==> src/rtl/i2c_csp_pkg.sv <==
// Purpose: Shared constants for the two-wire bus control, status and prescaler block
// Assumes: 32-bit AHB-Lite register window, one word per register
// Notes:   Divider helpers are used by the serial timer; the register logic only stores the codes
package i2c_csp_pkg;

   // Register byte offsets
   localparam logic [7:0] OFF_CTRL     = 8'h00;
   localparam logic [7:0] OFF_PRS      = 8'h04;
   localparam logic [7:0] OFF_SCK      = 8'h08;
   localparam logic [7:0] OFF_DATA     = 8'h0C;
   localparam logic [7:0] OFF_IRQ_STAT = 8'h10;
   localparam logic [7:0] OFF_IRQ_MASK = 8'h14;

   // Control view / status view bit positions
   localparam int B_ROLE  = 7;
   localparam int B_DIR   = 6;
   localparam int B_COND  = 5;
   localparam int B_CLR   = 4;
   localparam int B_EN    = 3;
   localparam int B_AL    = 3;
   localparam int B_AAS   = 2;
   localparam int B_AD0   = 1;
   localparam int B_LRB   = 0;

   // Soft reset key codes
   localparam logic [1:0] KEY_ARM  = 2'h2;
   localparam logic [1:0] KEY_FIRE = 2'h1;

   // Field widths and reset values
   localparam int PRS_W = 5;
   localparam int SCK_W = 3;
   localparam int IRQ_W = 5;
   localparam logic [PRS_W-1:0] PRS_RST = 5'h00;
   localparam logic [SCK_W-1:0] SCK_RST = 3'h0;
   localparam logic             PIN_RST = 1'b1;

   // Interrupt status bit positions
   localparam int IRQ_XFER  = 0;
   localparam int IRQ_ARB   = 1;
   localparam int IRQ_MATCH = 2;
   localparam int IRQ_START = 3;
   localparam int IRQ_STOP  = 4;

   // Serial clock timing in prescaler ticks: half = 2^(n+1) + base
   localparam logic [5:0] PRS_ZERO_DIV = 6'h20;
   localparam logic [8:0] HIGH_BASE    = 9'h006;
   localparam logic [8:0] LOW_BASE     = 9'h00A;

   localparam logic [1:0] HTRANS_NONSEQ = 2'h2;

   function automatic logic [5:0] prs_div(input logic [PRS_W-1:0] code);
      return (code == 5'h00) ? PRS_ZERO_DIV : {1'b0, code};
   endfunction

   function automatic logic [8:0] half_ticks(input logic [SCK_W-1:0] n, input logic low);
      logic [8:0] pow;
      pow = 9'h002 << n;
      return pow + (low ? LOW_BASE : HIGH_BASE);
   endfunction

endpackage

==> src/rtl/scl_timer.sv <==
// Purpose: Times one high or low serial clock half period from the prescaler
// Assumes: Settings stay stable while a period runs
// Notes:   done is high in the last of the prs_div * half_ticks cycles after the load edge
`timescale 1ns/100ps
module scl_timer (
   // Clock and reset
   input  wire logic                             hclk,
   input  wire logic                             hresetn,
   // Divider settings
   input  wire logic [i2c_csp_pkg::PRS_W-1:0]    prs_code,
   input  wire logic [i2c_csp_pkg::SCK_W-1:0]    sck_code,
   // Half period request
   input  wire logic                             load,
   input  wire logic                             use_low,
   output logic                                  done
);
   import i2c_csp_pkg::*;

   logic [5:0] prs_cnt_ff;
   logic [5:0] nxt_prs_cnt;
   logic [8:0] tick_cnt_ff;
   logic [8:0] nxt_tick_cnt;
   logic       run_ff;
   logic       nxt_run;

   // Each tick lasts p system clocks, a half period lasts i or j ticks
   always_comb begin
      nxt_prs_cnt  = prs_cnt_ff;
      nxt_tick_cnt = tick_cnt_ff;
      nxt_run      = run_ff;
      if (load) begin
         nxt_run      = 1'b1;
         nxt_prs_cnt  = prs_div(prs_code) - 6'h01;
         nxt_tick_cnt = half_ticks(sck_code, use_low) - 9'h001;
      end else if (run_ff) begin
         if (prs_cnt_ff != 6'h00) begin
            nxt_prs_cnt = prs_cnt_ff - 6'h01;
         end else if (tick_cnt_ff != 9'h000) begin
            nxt_tick_cnt = tick_cnt_ff - 9'h001;
            nxt_prs_cnt  = prs_div(prs_code) - 6'h01;
         end else begin
            nxt_run  = 1'b0;
         end
      end
   end

   always_ff @(posedge hclk or negedge hresetn) begin
      if (!hresetn) begin
         prs_cnt_ff  <= 6'h00;
         tick_cnt_ff <= 9'h000;
         run_ff      <= 1'b0;
      end else begin
         prs_cnt_ff  <= nxt_prs_cnt;
         tick_cnt_ff <= nxt_tick_cnt;
         run_ff      <= nxt_run;
      end
   end

   // Decoded from state so the next phase starts on the edge that ends this one
   assign done = run_ff & (prs_cnt_ff == 6'h00) & (tick_cnt_ff == 9'h000);

endmodule

==> src/rtl/i2c_ctrl_status.sv <==
// Purpose: Control/status view, prescaler and start/stop generation of a two-wire bus port
// Assumes: Bus pins and sequencer strobes are synchronous to hclk
// Notes:   Byte level sequencing lives outside; it reports events on the seq_ inputs
//
// Decided for this implementation: the AHB-Lite register port and the register addresses.
`timescale 1ns/100ps
module i2c_ctrl_status (
   // AHB-Lite slave
   input  wire logic                          hclk,
   input  wire logic                          hresetn,
   input  wire logic                          hsel,
   input  wire logic [31:0]                   haddr,
   input  wire logic [1:0]                    htrans,
   input  wire logic                          hwrite,
   input  wire logic [2:0]                    hsize,
   input  wire logic                          hready,
   input  wire logic [31:0]                   hwdata,
   output logic      [31:0]                   hrdata,
   output logic                               hreadyout,
   output logic                               hresp,
   // Serial pins
   input  wire logic                          scl_in,
   output logic                               scl_out,
   output logic                               scl_oe,
   input  wire logic                          sda_in,
   output logic                               sda_out,
   output logic                               sda_oe,
   // Transfer sequencer
   input  wire logic                          seq_xfer_done,
   input  wire logic                          seq_arb_lost,
   input  wire logic                          seq_addr_match,
   input  wire logic                          seq_gen_call,
   input  wire logic [7:0]                    seq_rx_data,
   output logic      [7:0]                    tx_data,
   output logic                               role_select,
   output logic                               direction_select,
   output logic                               interface_enable,
   output logic                               data_release,
   output logic                               soft_reset_pulse,
   // Interrupts
   output logic                               transfer_irq,
   output logic                               irq
);
   import i2c_csp_pkg::*;

   typedef enum logic [2:0] {GEN_IDLE, GEN_START, GEN_OWNED, GEN_STOP_LOW, GEN_STOP_HIGH} gen_state_t;

   logic [7:0]       addr_ff, nxt_addr;
   logic             wr_ff, nxt_wr;
   logic [31:0]      hrdata_ff, nxt_hrdata;
   logic             role_ff, nxt_role;
   logic             dir_ff, nxt_dir;
   logic             en_ff, nxt_en;
   logic             armed_ff, nxt_armed;
   logic             pin_ff, nxt_pin;
   logic             al_ff, nxt_al;
   logic             aas_ff, nxt_aas;
   logic             ad0_ff, nxt_ad0;
   logic [PRS_W-1:0] prs_ff, nxt_prs;
   logic [SCK_W-1:0] sck_ff, nxt_sck;
   logic [7:0]       tx_ff, nxt_tx;
   logic [IRQ_W-1:0] irq_stat_ff, nxt_irq_stat;
   logic [IRQ_W-1:0] irq_mask_ff, nxt_irq_mask;
   logic             irq_ff, nxt_irq;
   logic             tirq_ff, nxt_tirq;
   logic             release_ff, nxt_release;
   logic             swrst_ff, nxt_swrst;
   logic             scl_q_ff, sda_q_ff;
   logic             busy_ff, nxt_busy;
   logic             lrb_ff, nxt_lrb;
   gen_state_t       gen_ff, nxt_gen;
   logic             scl_oe_ff, nxt_scl_oe;
   logic             sda_oe_ff, nxt_sda_oe;
   logic             timer_load, timer_low, timer_done;

   logic             rd_take, ctrl_wr, soft_rst, start_req, stop_req;
   logic             start_det, stop_det, scl_rise;
   logic [7:0]       status_vec;
   logic [IRQ_W-1:0] events;

   assign rd_take    = hsel & hready & (htrans == HTRANS_NONSEQ) & ~hwrite;
   assign ctrl_wr    = wr_ff & (addr_ff == OFF_CTRL);
   assign soft_rst   = ctrl_wr & armed_ff & (hwdata[1:0] == KEY_FIRE);
   assign start_req  = ctrl_wr & hwdata[B_COND] & hwdata[B_ROLE] & en_ff & ~busy_ff
                       & (gen_ff == GEN_IDLE) & ~soft_rst;
   assign stop_req   = ctrl_wr & ~hwdata[B_COND] & role_ff & (gen_ff == GEN_OWNED);
   assign start_det  = scl_in & scl_q_ff & sda_q_ff & ~sda_in;
   assign stop_det   = scl_in & scl_q_ff & ~sda_q_ff & sda_in;
   assign scl_rise   = scl_in & ~scl_q_ff;
   assign status_vec = {role_ff, dir_ff, busy_ff, pin_ff, al_ff, aas_ff, ad0_ff, lrb_ff};
   assign events     = {stop_det, start_det, seq_addr_match | seq_gen_call, seq_arb_lost, seq_xfer_done};

   // Bus slave and register file
   always_comb begin
      nxt_addr     = addr_ff;
      nxt_wr       = 1'b0;
      nxt_hrdata   = hrdata_ff;
      nxt_role     = role_ff;
      nxt_dir      = dir_ff;
      nxt_en       = en_ff;
      nxt_armed    = armed_ff;
      nxt_pin      = pin_ff;
      nxt_al       = al_ff;
      nxt_aas      = aas_ff;
      nxt_ad0      = ad0_ff;
      nxt_prs      = prs_ff;
      nxt_sck      = sck_ff;
      nxt_tx       = tx_ff;
      nxt_irq_mask = irq_mask_ff;
      nxt_irq_stat = irq_stat_ff;
      nxt_release  = 1'b0;
      nxt_swrst    = 1'b0;
      if (hsel & hready & (htrans == HTRANS_NONSEQ)) begin
         nxt_addr = haddr[7:0];
         nxt_wr   = hwrite;
      end
      if (rd_take) begin
         case (haddr[7:0])
            OFF_CTRL:     nxt_hrdata = {24'h000000, status_vec};
            OFF_PRS:      nxt_hrdata = {27'h0000000, prs_ff};
            OFF_SCK:      nxt_hrdata = {29'h00000000, sck_ff};
            OFF_DATA:     nxt_hrdata = {24'h000000, dir_ff ? tx_ff : seq_rx_data};
            OFF_IRQ_STAT: nxt_hrdata = {27'h0000000, irq_stat_ff};
            OFF_IRQ_MASK: nxt_hrdata = {27'h0000000, irq_mask_ff};
            default:      nxt_hrdata = 32'h00000000;
         endcase
         if (haddr[7:0] == OFF_IRQ_STAT) begin
            nxt_irq_stat = '0;
         end
         if ((haddr[7:0] == OFF_DATA) & ~dir_ff) begin
            nxt_pin     = 1'b1;
            nxt_release = 1'b1;
         end
      end
      if (ctrl_wr) begin
         nxt_role  = hwdata[B_ROLE];
         nxt_dir   = hwdata[B_DIR];
         nxt_armed = (hwdata[1:0] == KEY_ARM);
         if (hwdata[B_CLR]) begin
            nxt_pin = 1'b1;
            nxt_al  = 1'b0;
            nxt_aas = 1'b0;
            nxt_ad0 = 1'b0;
         end
         if (hwdata[B_EN] | ~busy_ff) begin
            nxt_en = hwdata[B_EN];
         end
         if (soft_rst) begin
            nxt_role  = 1'b0;
            nxt_dir   = 1'b0;
            nxt_pin   = PIN_RST;
            nxt_al    = 1'b0;
            nxt_aas   = 1'b0;
            nxt_ad0   = 1'b0;
            nxt_swrst = 1'b1;
         end
      end
      if (wr_ff) begin
         case (addr_ff)
            OFF_PRS:      nxt_prs = hwdata[PRS_W-1:0];
            OFF_SCK:      nxt_sck = hwdata[SCK_W-1:0];
            OFF_IRQ_MASK: nxt_irq_mask = hwdata[IRQ_W-1:0];
            OFF_DATA: begin
               nxt_tx = hwdata[7:0];
               if (dir_ff) begin
                  nxt_pin     = 1'b1;
                  nxt_release = 1'b1;
               end
            end
            default: ;
         endcase
      end
      // Hardware events win over any clear in the same cycle
      if (seq_xfer_done) nxt_pin = 1'b0;
      if (seq_arb_lost) nxt_al = 1'b1;
      if (seq_addr_match | seq_gen_call) nxt_aas = 1'b1;
      if (seq_gen_call) nxt_ad0 = 1'b1;
      nxt_irq_stat = nxt_irq_stat | events;
      nxt_irq      = |(nxt_irq_stat & nxt_irq_mask);
      nxt_tirq     = ~nxt_pin;
   end

   always_ff @(posedge hclk or negedge hresetn) begin
      if (!hresetn) begin
         addr_ff     <= 8'h00;
         wr_ff       <= 1'b0;
         hrdata_ff   <= 32'h00000000;
         role_ff     <= 1'b0;
         dir_ff      <= 1'b0;
         en_ff       <= 1'b0;
         armed_ff    <= 1'b0;
         pin_ff      <= PIN_RST;
         al_ff       <= 1'b0;
         aas_ff      <= 1'b0;
         ad0_ff      <= 1'b0;
         prs_ff      <= PRS_RST;
         sck_ff      <= SCK_RST;
         tx_ff       <= 8'h00;
         irq_stat_ff <= '0;
         irq_mask_ff <= '0;
         irq_ff      <= 1'b0;
         tirq_ff     <= 1'b0;
         release_ff  <= 1'b0;
         swrst_ff    <= 1'b0;
      end else begin
         addr_ff     <= nxt_addr;
         wr_ff       <= nxt_wr;
         hrdata_ff   <= nxt_hrdata;
         role_ff     <= nxt_role;
         dir_ff      <= nxt_dir;
         en_ff       <= nxt_en;
         armed_ff    <= nxt_armed;
         pin_ff      <= nxt_pin;
         al_ff       <= nxt_al;
         aas_ff      <= nxt_aas;
         ad0_ff      <= nxt_ad0;
         prs_ff      <= nxt_prs;
         sck_ff      <= nxt_sck;
         tx_ff       <= nxt_tx;
         irq_stat_ff <= nxt_irq_stat;
         irq_mask_ff <= nxt_irq_mask;
         irq_ff      <= nxt_irq;
         tirq_ff     <= nxt_tirq;
         release_ff  <= nxt_release;
         swrst_ff    <= nxt_swrst;
      end
   end

   // Bus monitor and start/stop generator
   always_comb begin
      nxt_busy   = busy_ff;
      nxt_lrb    = lrb_ff;
      nxt_gen    = gen_ff;
      timer_load = 1'b0;
      timer_low  = 1'b0;
      if (start_det) nxt_busy = 1'b1;
      if (stop_det) nxt_busy = 1'b0;
      if (scl_rise) nxt_lrb = sda_in;
      case (gen_ff)
         GEN_IDLE: begin
            if (start_req) begin
               nxt_gen    = GEN_START;
               timer_load = 1'b1;
            end
         end
         GEN_START: begin
            if (timer_done) nxt_gen = GEN_OWNED;
         end
         GEN_OWNED: begin
            if (stop_req) begin
               nxt_gen    = GEN_STOP_LOW;
               timer_load = 1'b1;
               timer_low  = 1'b1;
            end
         end
         GEN_STOP_LOW: begin
            if (timer_done) begin
               nxt_gen    = GEN_STOP_HIGH;
               timer_load = 1'b1;
            end
         end
         GEN_STOP_HIGH: begin
            if (timer_done) nxt_gen = GEN_IDLE;
         end
         default: nxt_gen = GEN_IDLE;
      endcase
      // Losing the bus, disabling or soft reset drops the pins at once
      if (seq_arb_lost | ~en_ff | soft_rst) nxt_gen = GEN_IDLE;
      nxt_sda_oe = (nxt_gen == GEN_START) | (nxt_gen == GEN_STOP_LOW) | (nxt_gen == GEN_STOP_HIGH);
      nxt_scl_oe = (nxt_gen == GEN_OWNED) | (nxt_gen == GEN_STOP_LOW);
   end

   always_ff @(posedge hclk or negedge hresetn) begin
      if (!hresetn) begin
         scl_q_ff  <= 1'b1;
         sda_q_ff  <= 1'b1;
         busy_ff   <= 1'b0;
         lrb_ff    <= 1'b0;
         gen_ff    <= GEN_IDLE;
         scl_oe_ff <= 1'b0;
         sda_oe_ff <= 1'b0;
      end else begin
         scl_q_ff  <= scl_in;
         sda_q_ff  <= sda_in;
         busy_ff   <= nxt_busy;
         lrb_ff    <= nxt_lrb;
         gen_ff    <= nxt_gen;
         scl_oe_ff <= nxt_scl_oe;
         sda_oe_ff <= nxt_sda_oe;
      end
   end

   scl_timer u_timer (
      .hclk     (hclk),
      .hresetn  (hresetn),
      .prs_code (prs_ff),
      .sck_code (sck_ff),
      .load     (timer_load),
      .use_low  (timer_low),
      .done     (timer_done)
   );

   assign hrdata           = hrdata_ff;
   assign hreadyout        = 1'b1;
   assign hresp            = 1'b0;
   assign scl_out          = 1'b0;
   assign sda_out          = 1'b0;
   assign scl_oe           = scl_oe_ff;
   assign sda_oe           = sda_oe_ff;
   assign tx_data          = tx_ff;
   assign role_select      = role_ff;
   assign direction_select = dir_ff;
   assign interface_enable = en_ff;
   assign data_release     = release_ff;
   assign soft_reset_pulse = swrst_ff;
   assign transfer_irq     = tirq_ff;
   assign irq              = irq_ff;
endmodule

==> config.mk <==
export PLATFORM = sky130hd
export DESIGN_NAME = i2c_ctrl_status
export DESIGN_NICKNAME = d
export VERILOG_FILES = /design/src/rtl/i2c_csp_pkg.sv /design/src/rtl/scl_timer.sv /design/src/rtl/i2c_ctrl_status.sv
export SDC_FILE = /design/constraint.sdc
export NUM_CORES = 1
export LEC_CHECK = 0
export CORE_MARGIN = 5
export CORE_UTILIZATION = 40
export CTS_CLUSTER_DIAMETER = 200
export DETAILED_ROUTE_END_ITERATION = 16
export DONT_BUFFER_PORTS = 1
export GPL_TIMING_DRIVEN = 0
export PLACE_DENSITY_LB_ADDON = 0.05
export SKIP_CTS_REPAIR_TIMING = 1
export SLEW_MARGIN = 30
export SYNTH_ARGS = -nofsm -noshare
export SYNTH_HDL_FRONTEND = slang
export SYNTH_HIERARCHICAL = 1
export SYNTH_SLANG_ARGS = --single-unit
==> constraint.sdc <==
create_clock -name hclk -period 4.4 [get_ports hclk]
set_input_delay 0 -clock hclk [delete_from_list [all_inputs] [get_ports hclk]]
set_output_delay 0 -clock hclk [all_outputs]
set_load 0.02 [all_outputs]
==> results of run 1 <==
## cell type report
| type | count | area share, % |
|---|---|---|
| Timing Repair Buffer | 26 | 5.36 |
| Buffer | 42 | 5.50 |
| Inverter | 15 | 1.09 |
| Sequential cell | 80 | 38.7 |
| Clock buffer | 9 | 2.39 |
| Tap cell | 140 | 3.38 |
| Clock inverter | 7 | 2.41 |
| Multi-Input combinational cell | 321 | 41.2 |
## cells in the final DEF, fill, tap and decap left out, types with 4 or more instances in the layout
| master | netlist | routed |
|---|---|---|
| nand3_1 | 9 | 9 |
| nor2_1 | 24 | 24 |
| clkbuf_8 | 0 | 9 |
| nand2_1 | 55 | 55 |
| o21ai_0 | 21 | 21 |
| dfrtp_1 | 77 | 77 |
| a22o_1 | 4 | 4 |
| mux2_2 | 23 | 23 |
| conb_1 | 2 | 28 |
| a21oi_1 | 14 | 14 |
| a22oi_1 | 7 | 7 |
| dlygate4sd3_1 | 0 | 25 |
| nand2b_1 | 6 | 6 |
| a21o_1 | 6 | 6 |
| nor2b_1 | 6 | 6 |
| clkbuf_1 | 6 | 5 |
| nand4b_1 | 4 | 4 |
| mux2i_1 | 10 | 10 |
| nor3b_1 | 4 | 4 |
| buf_2 | 5 | 5 |
| nor3_1 | 15 | 15 |
| inv_1 | 15 | 15 |
| nand4_1 | 6 | 6 |
| buf_4 | 28 | 28 |
| ha_1 | 6 | 6 |
| o211ai_1 | 4 | 4 |
| xor2_1 | 7 | 7 |
## state kept, by name, indices dropped and copies added, names as in the netlist, 3 cells and up
signal / count
u_timer/tick_cnt_ff: 9
addr_ff: 8
hrdata: 8
tx_data: 8
u_timer/prs_cnt_ff: 6
irq_mask_ff: 5
irq_stat_ff: 5
prs_ff: 5
gen_ff: 3
sck_ff: 3
## cell families (layout without fill, tap and decap cells)
group,after synthesis,after routing,synth area share [%]
buf+inv,57,99,7.76
compound gates,84,84,13.4
xor+xnor,10,10,2.00
simple gates,157,157,19.8
mux,35,35,9.04
other cells,2,28,0.171
fa+ha+maj,7,7,2.17
flops,80,80,45.7
## power by group
part / total, mW / internal, mW / switching [mW]
clock network: 0.679 / 0.383 / 0.296
registers: 0.875 / 0.797 / 0.0786
logic: 0.314 / 0.139 / 0.175
total: 1.87 / 1.32 / 0.549
## worst max-delay path: cells and delay by family, from the launching register on
kind / cells / cell delay (ps)
compound gates: 3 / 450
fa+ha+maj: 1 / 180
buf+inv: 5 / 1310
flops: 1 / 440
simple gates: 4 / 1470
## path summary, 6_finish.rpt
kind / startpoint / endpoint / depth (start not counted)
max: u_timer/tick_cnt_ff[0]$_DFFE_PN0P_ / u_timer/tick_cnt_ff[8]$_DFFE_PN0P_ / 13
max in group asynchronous: hresetn / scl_q_ff$_DFF_PN1_ / 2
min in group asynchronous: hresetn / interface_enable$_DFFE_PN0P_ / 2
min: haddr[2] / addr_ff[2]$_DFFE_PN0P_ / 3
max reg2reg: u_timer/tick_cnt_ff[0]$_DFFE_PN0P_ / u_timer/tick_cnt_ff[8]$_DFFE_PN0P_ / 13
min reg2reg: ad0_ff$_DFFE_PN0P_ / ad0_ff$_DFFE_PN0P_ / 1
## per-layer routing
layer | track usage [%] | vias up | share of wire [%]
li1 | - | 1623 | -
met1 | 22.9 | 1596 | 45
met2 | 26.7 | 74 | 48
met3 | 5.81 | 9 | 6.1
met4 | 6.34 | 0 | 0.98
met5 | 0 | - | 0
## stage by stage
| stage | utilization (%) | hold WS, ps |
|---|---|---|
| floorplan | - | -296 |
| global placement | 43.2 | -293 |
| detailed placement | 43.2 | -293 |
| CTS | 45.5 | -699 |
| global route | 48.1 | 13.5 |
| finish | 48.1 | 14.1 |
==> impl_metrics.csv, run 1 <==
group,metric,value,unit
synthesis,synth_edf_count,0,
setup_path,endpoint_kind,"flop",
cts,clock_latency,360,ps
setup_path,r2r_setup_slack,480,ps
synthesis,synthTopCellsByArea,"dfrtp_1, mux2_2, buf_4",
setup_path,crit_chain,"inv_1 -> ha_1 -> or4b_4 -> or4b_1 -> buf_6 -> nor2_1 -> a21oi_1 -> a211oi_1 -> clkbuf_1 -> clkbuf_2 -> clkbuf_1 -> nand4_1 -> o21ai_0",
sta,fmax,255,MHz
cells_and_area,fillers,1010,
detailed_routing,antenna_left,0,
pwr,total_power,1.87,mW
sta,finalCritPeriodShare,89.2,%
setup_path,critical_path.slowest_cell,"or4b_1",
placement,place_congestion,0.794,
detailed_routing,avgRoutedWirePerCell,17.1,um
die,io_pins,141,
cts,cts.clk_slew.worst_paths,90,ps
setup_path,path_max_fanout,10,
detailed_routing,drt_pass1_iterations,4,
sta,finalMaxSlewViolations,0,
synthesis,syn_area,0.00439,mm2
die,num_rows,38,
sta,skew,14.6,ps
detailed_routing,drt_iter0_drc,111,
sta,tns,0,ps
synthesis,synth.distinct_cells,70,
sta,layout_min_cycle_time,3920,ps
detailed_routing,vias,3302,
synthesis,netlist.area_leader.share,43.9,%
placement,dp.cells,598,
cells_and_area,area_growth,18.3,%
synthesis,syn_inst,432,
die,dieArea,0.0132,mm2
cts,cts_buffers,9,
cells_and_area,final_area,0.00519,mm2
sta,rsz0062_at_grt,"no",
sta,setup_slack,477,ps
pwr,powerDensity,360,mW/mm2
setup_path,arrival,4200,ps
placement,preCtsSetupSlack,359,ps
die,start_util,40.6,%
cells_and_area,fin_nets,590,
grt,grt_pass1_wl,17500,um
cells_and_area,multi_input_area,0.00214,mm2
cells_and_area,seqCellArea,0.00201,mm2
grt,grt_usage,17.4,%
grt,grt_pass1_vias,3221,
die,die_w,115,um
synthesis,yosysSeqAreaShare,45.7,%
pwr,ir_drop,0.187,mV
setup_path,path_common_cell,"clkbuf_1",
die,core_area,0.0108,mm2
synthesis,avgSynthCellArea,10.2,um2
detailed_routing,drt_wl_total,10900,um
cts,cts_root_buf,"clkbuf_8",
setup_path,path_class,"reg -> reg",
setup_path,cp-start-kind,"flop",
cells_and_area,drive_gt1_share,18.6,%
cts,cts.sinks,80,
cts,clk_path_buf_depth,2,
sta,hold_viol_final,0,
cells_and_area,num_antenna_cells,0,
grt,grt_max_degree,81,
run_status,status,"finished, final reports clean",
synthesis,synth_common_cells,"dfrtp_1, nand2_1, buf_4",
sta,slew_headroom,47.4,%
detailed_routing,viasPerCell,5.16,
synthesis,async_flop_share,100,%
worst_hold_path,hp-class,"in -> reg",
cells_and_area,final_cell_count_no_fill,640,
synthesis,synth_seq_cells,80,
synthesis,synth_ff_type,"dfrtp_1",
flow_run,maxCapViolCount,0,
sta,setup_viol,0,
pwr,power_leakage,2.32,nW
detailed_routing,drc,0,
synthesis,yosysWarnings,6,
placement,postPlaceCellArea,0.00466,mm2
grt,antenna_found_initial,0,
cts,cts_tree,"built",
synthesis,synth_top_area_cell,"dfrtp_1",
setup_path,max_stage_delay,500,ps
placement,numPortBuffers,0,
die,fp.dieH,115,um
cts,htree_levels,3,
placement,dp_hpwl,8120,um
grt,grt-ovfl-total,0,
sta,worst_pin_slew,782,ps
setup_path,worstPathRequired,4680,ps
synthesis,yosys.cell_count.top_type,"dfrtp_1",
No activity file was read; power rests on OpenSTA's default activity.
==> run 2: changes to the inputs <==
- CORE_UTILIZATION: 40 -> 64
==> run 2 against run 1 <==
  * The run now ends with negative hold slack left
  * Maximum frequency increased by 0.21%
  * Die area decreased by 35%
  * Core utilization increased by 27 points
  * Global-route usage increased by 7.4 points
  * Critical endpoint is now u_timer/tick_cnt_ff[5]$_DFFE_PN0P_
  * Critical path depth unchanged
  * Routed wire length decreased by 3.6%
  * Final area decreased by 2.2%
  * Clock-buffer cell count increased by 3
  * Via count increased by 4.3%
  * Non-clock buffer count increased by 2
==> impl_metrics.csv, run 2 (synthesis gave the netlist of run 1 again) <==
group,metric,value,unit
cells_and_area,area_growth,15.6,%
sta,slew_headroom,48.1,%
sta,hold_ws,-2.02,ps
sta,finalMaxSlewViolations,0,
grt,grt_pass1_vias,3297,
die,num_rows,30,
cells_and_area,num_antenna_cells,0,
sta,layout_min_cycle_time,3910,ps
detailed_routing,avgRoutedWirePerCell,18.1,um
cts,clock_latency,360,ps
cts,cts.sinks,80,
grt,grt_usage,24.7,%
cts,cts_root_buf,"clkbuf_8",
setup_path,cp-start-kind,"flop",
cells_and_area,largest_reg_flops,9,
sta,rsz0062_at_grt,"no",
worst_hold_path,hold_start,"seq_rx_data[5]",
setup_path,worst_r2r_endpoint,"u_timer/tick_cnt_ff[5]$_DFFE_PN0P_",
die,core_area,0.00672,mm2
placement,place_congestion,0.863,
setup_path,r2r.worst_path.cells,13,
sta,tns,0,ps
flow_run,maxCapViolCount,0,
placement,postPlaceCellArea,0.00458,mm2
placement,dp.cells,538,
sta,skew,9.97,ps
pwr,power_leakage,2.29,nW
grt,grt_pass1_wl,16600,um
sta,hold_viol_final,1,
cts,cts.clk_slew.worst_paths,90,ps
pwr,ir_drop,0.190,mV
cts,cts_tree,"built",
pwr,total_power,1.73,mW
grt,grt-ovfl-total,0,
sta,fmax,255,MHz
cts,cts_buffers,9,
setup_path,path_class,"reg -> reg",
setup_path,r2r_setup_slack,490,ps
sta,setup_viol,0,
run_status,status,"finished, violations left",
die,dieArea,0.00861,mm2
cells_and_area,final_util,75.5,%
setup_path,worstPathRequired,4670,ps
detailed_routing,viasPerCell,5.92,
setup_path,arrival,4190,ps
die,io_pins,141,
setup_path,endpoint_kind,"flop",
die,fp.dieH,92.8,um
cells_and_area,seqCellArea,0.00201,mm2
grt,antenna_found_initial,0,
worst_hold_path,holdPathStages,3,
detailed_routing,drt_pass1_iterations,5,
cells_and_area,final_common_cell,"dfrtp_1",
cells_and_area,multi_input_area,0.00214,mm2
cells_and_area,layout_common_cells,"dfrtp_1, nand2_1, buf_4, conb_1, dlygate4sd3_1",
detailed_routing,vias,3443,
placement,numPortBuffers,0,
detailed_routing,drc,0,
placement,preCtsSetupSlack,551,ps
setup_path,reg2reg_from,"u_timer/tick_cnt_ff[0]$_DFFE_PN0P_",
detailed_routing,antenna_left,0,
detailed_routing,drt_wl_total,10500,um
setup_path,path_max_fanout,10,
sta,worst_pin_slew,773,ps
cells_and_area,regMostFlops,"u_timer/tick_cnt_ff",
cts,htree_levels,3,
detailed_routing,drt_iter0_drc,237,
worst_hold_path,whs_endpoint,"hrdata[5]$_DFFE_PN0P_",
cells_and_area,drive_gt1_share,17.7,%
sta,finalCritPeriodShare,89.0,%
sta,setup_slack,485,ps
cells_and_area,fillers,479,
pwr,powerDensity,342,mW/mm2
cells_and_area,final_area,0.00507,mm2
worst_hold_path,hp-class,"in -> reg",
cts,clk_path_buf_depth,2,
cells_and_area,fin_nets,592,
grt,grt_max_degree,81,
die,die_w,92.8,um
die,start_util,65.3,%
placement,dp_hpwl,7360,um
run_status,violations,"negative hold slack",
cells_and_area,final_cell_count_no_fill,582,
-- run 2: cell types whose count changed in the layout (fill, tap and decap cells not counted) --
cell / change
dlygate4sd3_1: +2
clkbuf_2: -1
clkinvlp_4: +2
inv_6: -1
bufinv_16: -2
clkbuf_1: +4
clkinv_4: -2
-- run 2: worst max-delay path, stage by stage (launching register included) --
cell and delay (ps):
dfrtp_1 420, inv_1 70, ha_1 180, or4b_4 480, or4b_1 490, buf_6 160
nor2_1 280, a21oi_1 120, a211oi_1 220, clkbuf_1 360, clkbuf_1 440, clkbuf_1 370
o21ai_0 140, o21ai_0 90
-- run 2: cell type report --
class,instances,share of cell area (%)
timing repair buffer,28,5.87
sequential,80,39.6
clock inverter,4,1.06
multi-input combinational,321,42.2
tap,80,1.97
clock buffer,12,2.67
inverter,15,1.11
buffer,42,5.60
-- run 2: where the power goes --
part	leakage, nW	switching, mW	internal [mW]
registers	0.964	0.0801	0.797
logic	1.24	0.181	0.140
clock network	0.0872	0.270	0.265
total	2.29	0.531	1.20
-- run 2: how the worst max path moves through the flow --
stage | endpoint | slack, ps | start | depth (start not counted)
floorplan | u_timer/tick_cnt_ff[4]$_DFFE_PN0P_ | 1080 | u_timer/tick_cnt_ff[0]$_DFFE_PN0P_ | 12
global placement | u_timer/tick_cnt_ff[5]$_DFFE_PN0P_ | 570 | u_timer/tick_cnt_ff[0]$_DFFE_PN0P_ | 13
detailed placement | u_timer/tick_cnt_ff[5]$_DFFE_PN0P_ | 550 | u_timer/tick_cnt_ff[0]$_DFFE_PN0P_ | 13
CTS | u_timer/tick_cnt_ff[5]$_DFFE_PN0P_ | 520 | u_timer/tick_cnt_ff[0]$_DFFE_PN0P_ | 13
global route | u_timer/tick_cnt_ff[5]$_DFFE_PN0P_ | 160 | u_timer/tick_cnt_ff[0]$_DFFE_PN0P_ | 13
finish | u_timer/tick_cnt_ff[5]$_DFFE_PN0P_ | 490 | u_timer/tick_cnt_ff[0]$_DFFE_PN0P_ | 13
-- run 2: routing by layer --
layer	wire [um]	vias up	GRT usage (%)	share of wire, %
met5	0	-	0	0
met4	120	0	6.96	1.1
met3	773	11	7.96	7.3
met2	5330	122	41.0	51
met1	4310	1690	31.1	41
li1	-	1620	-	-
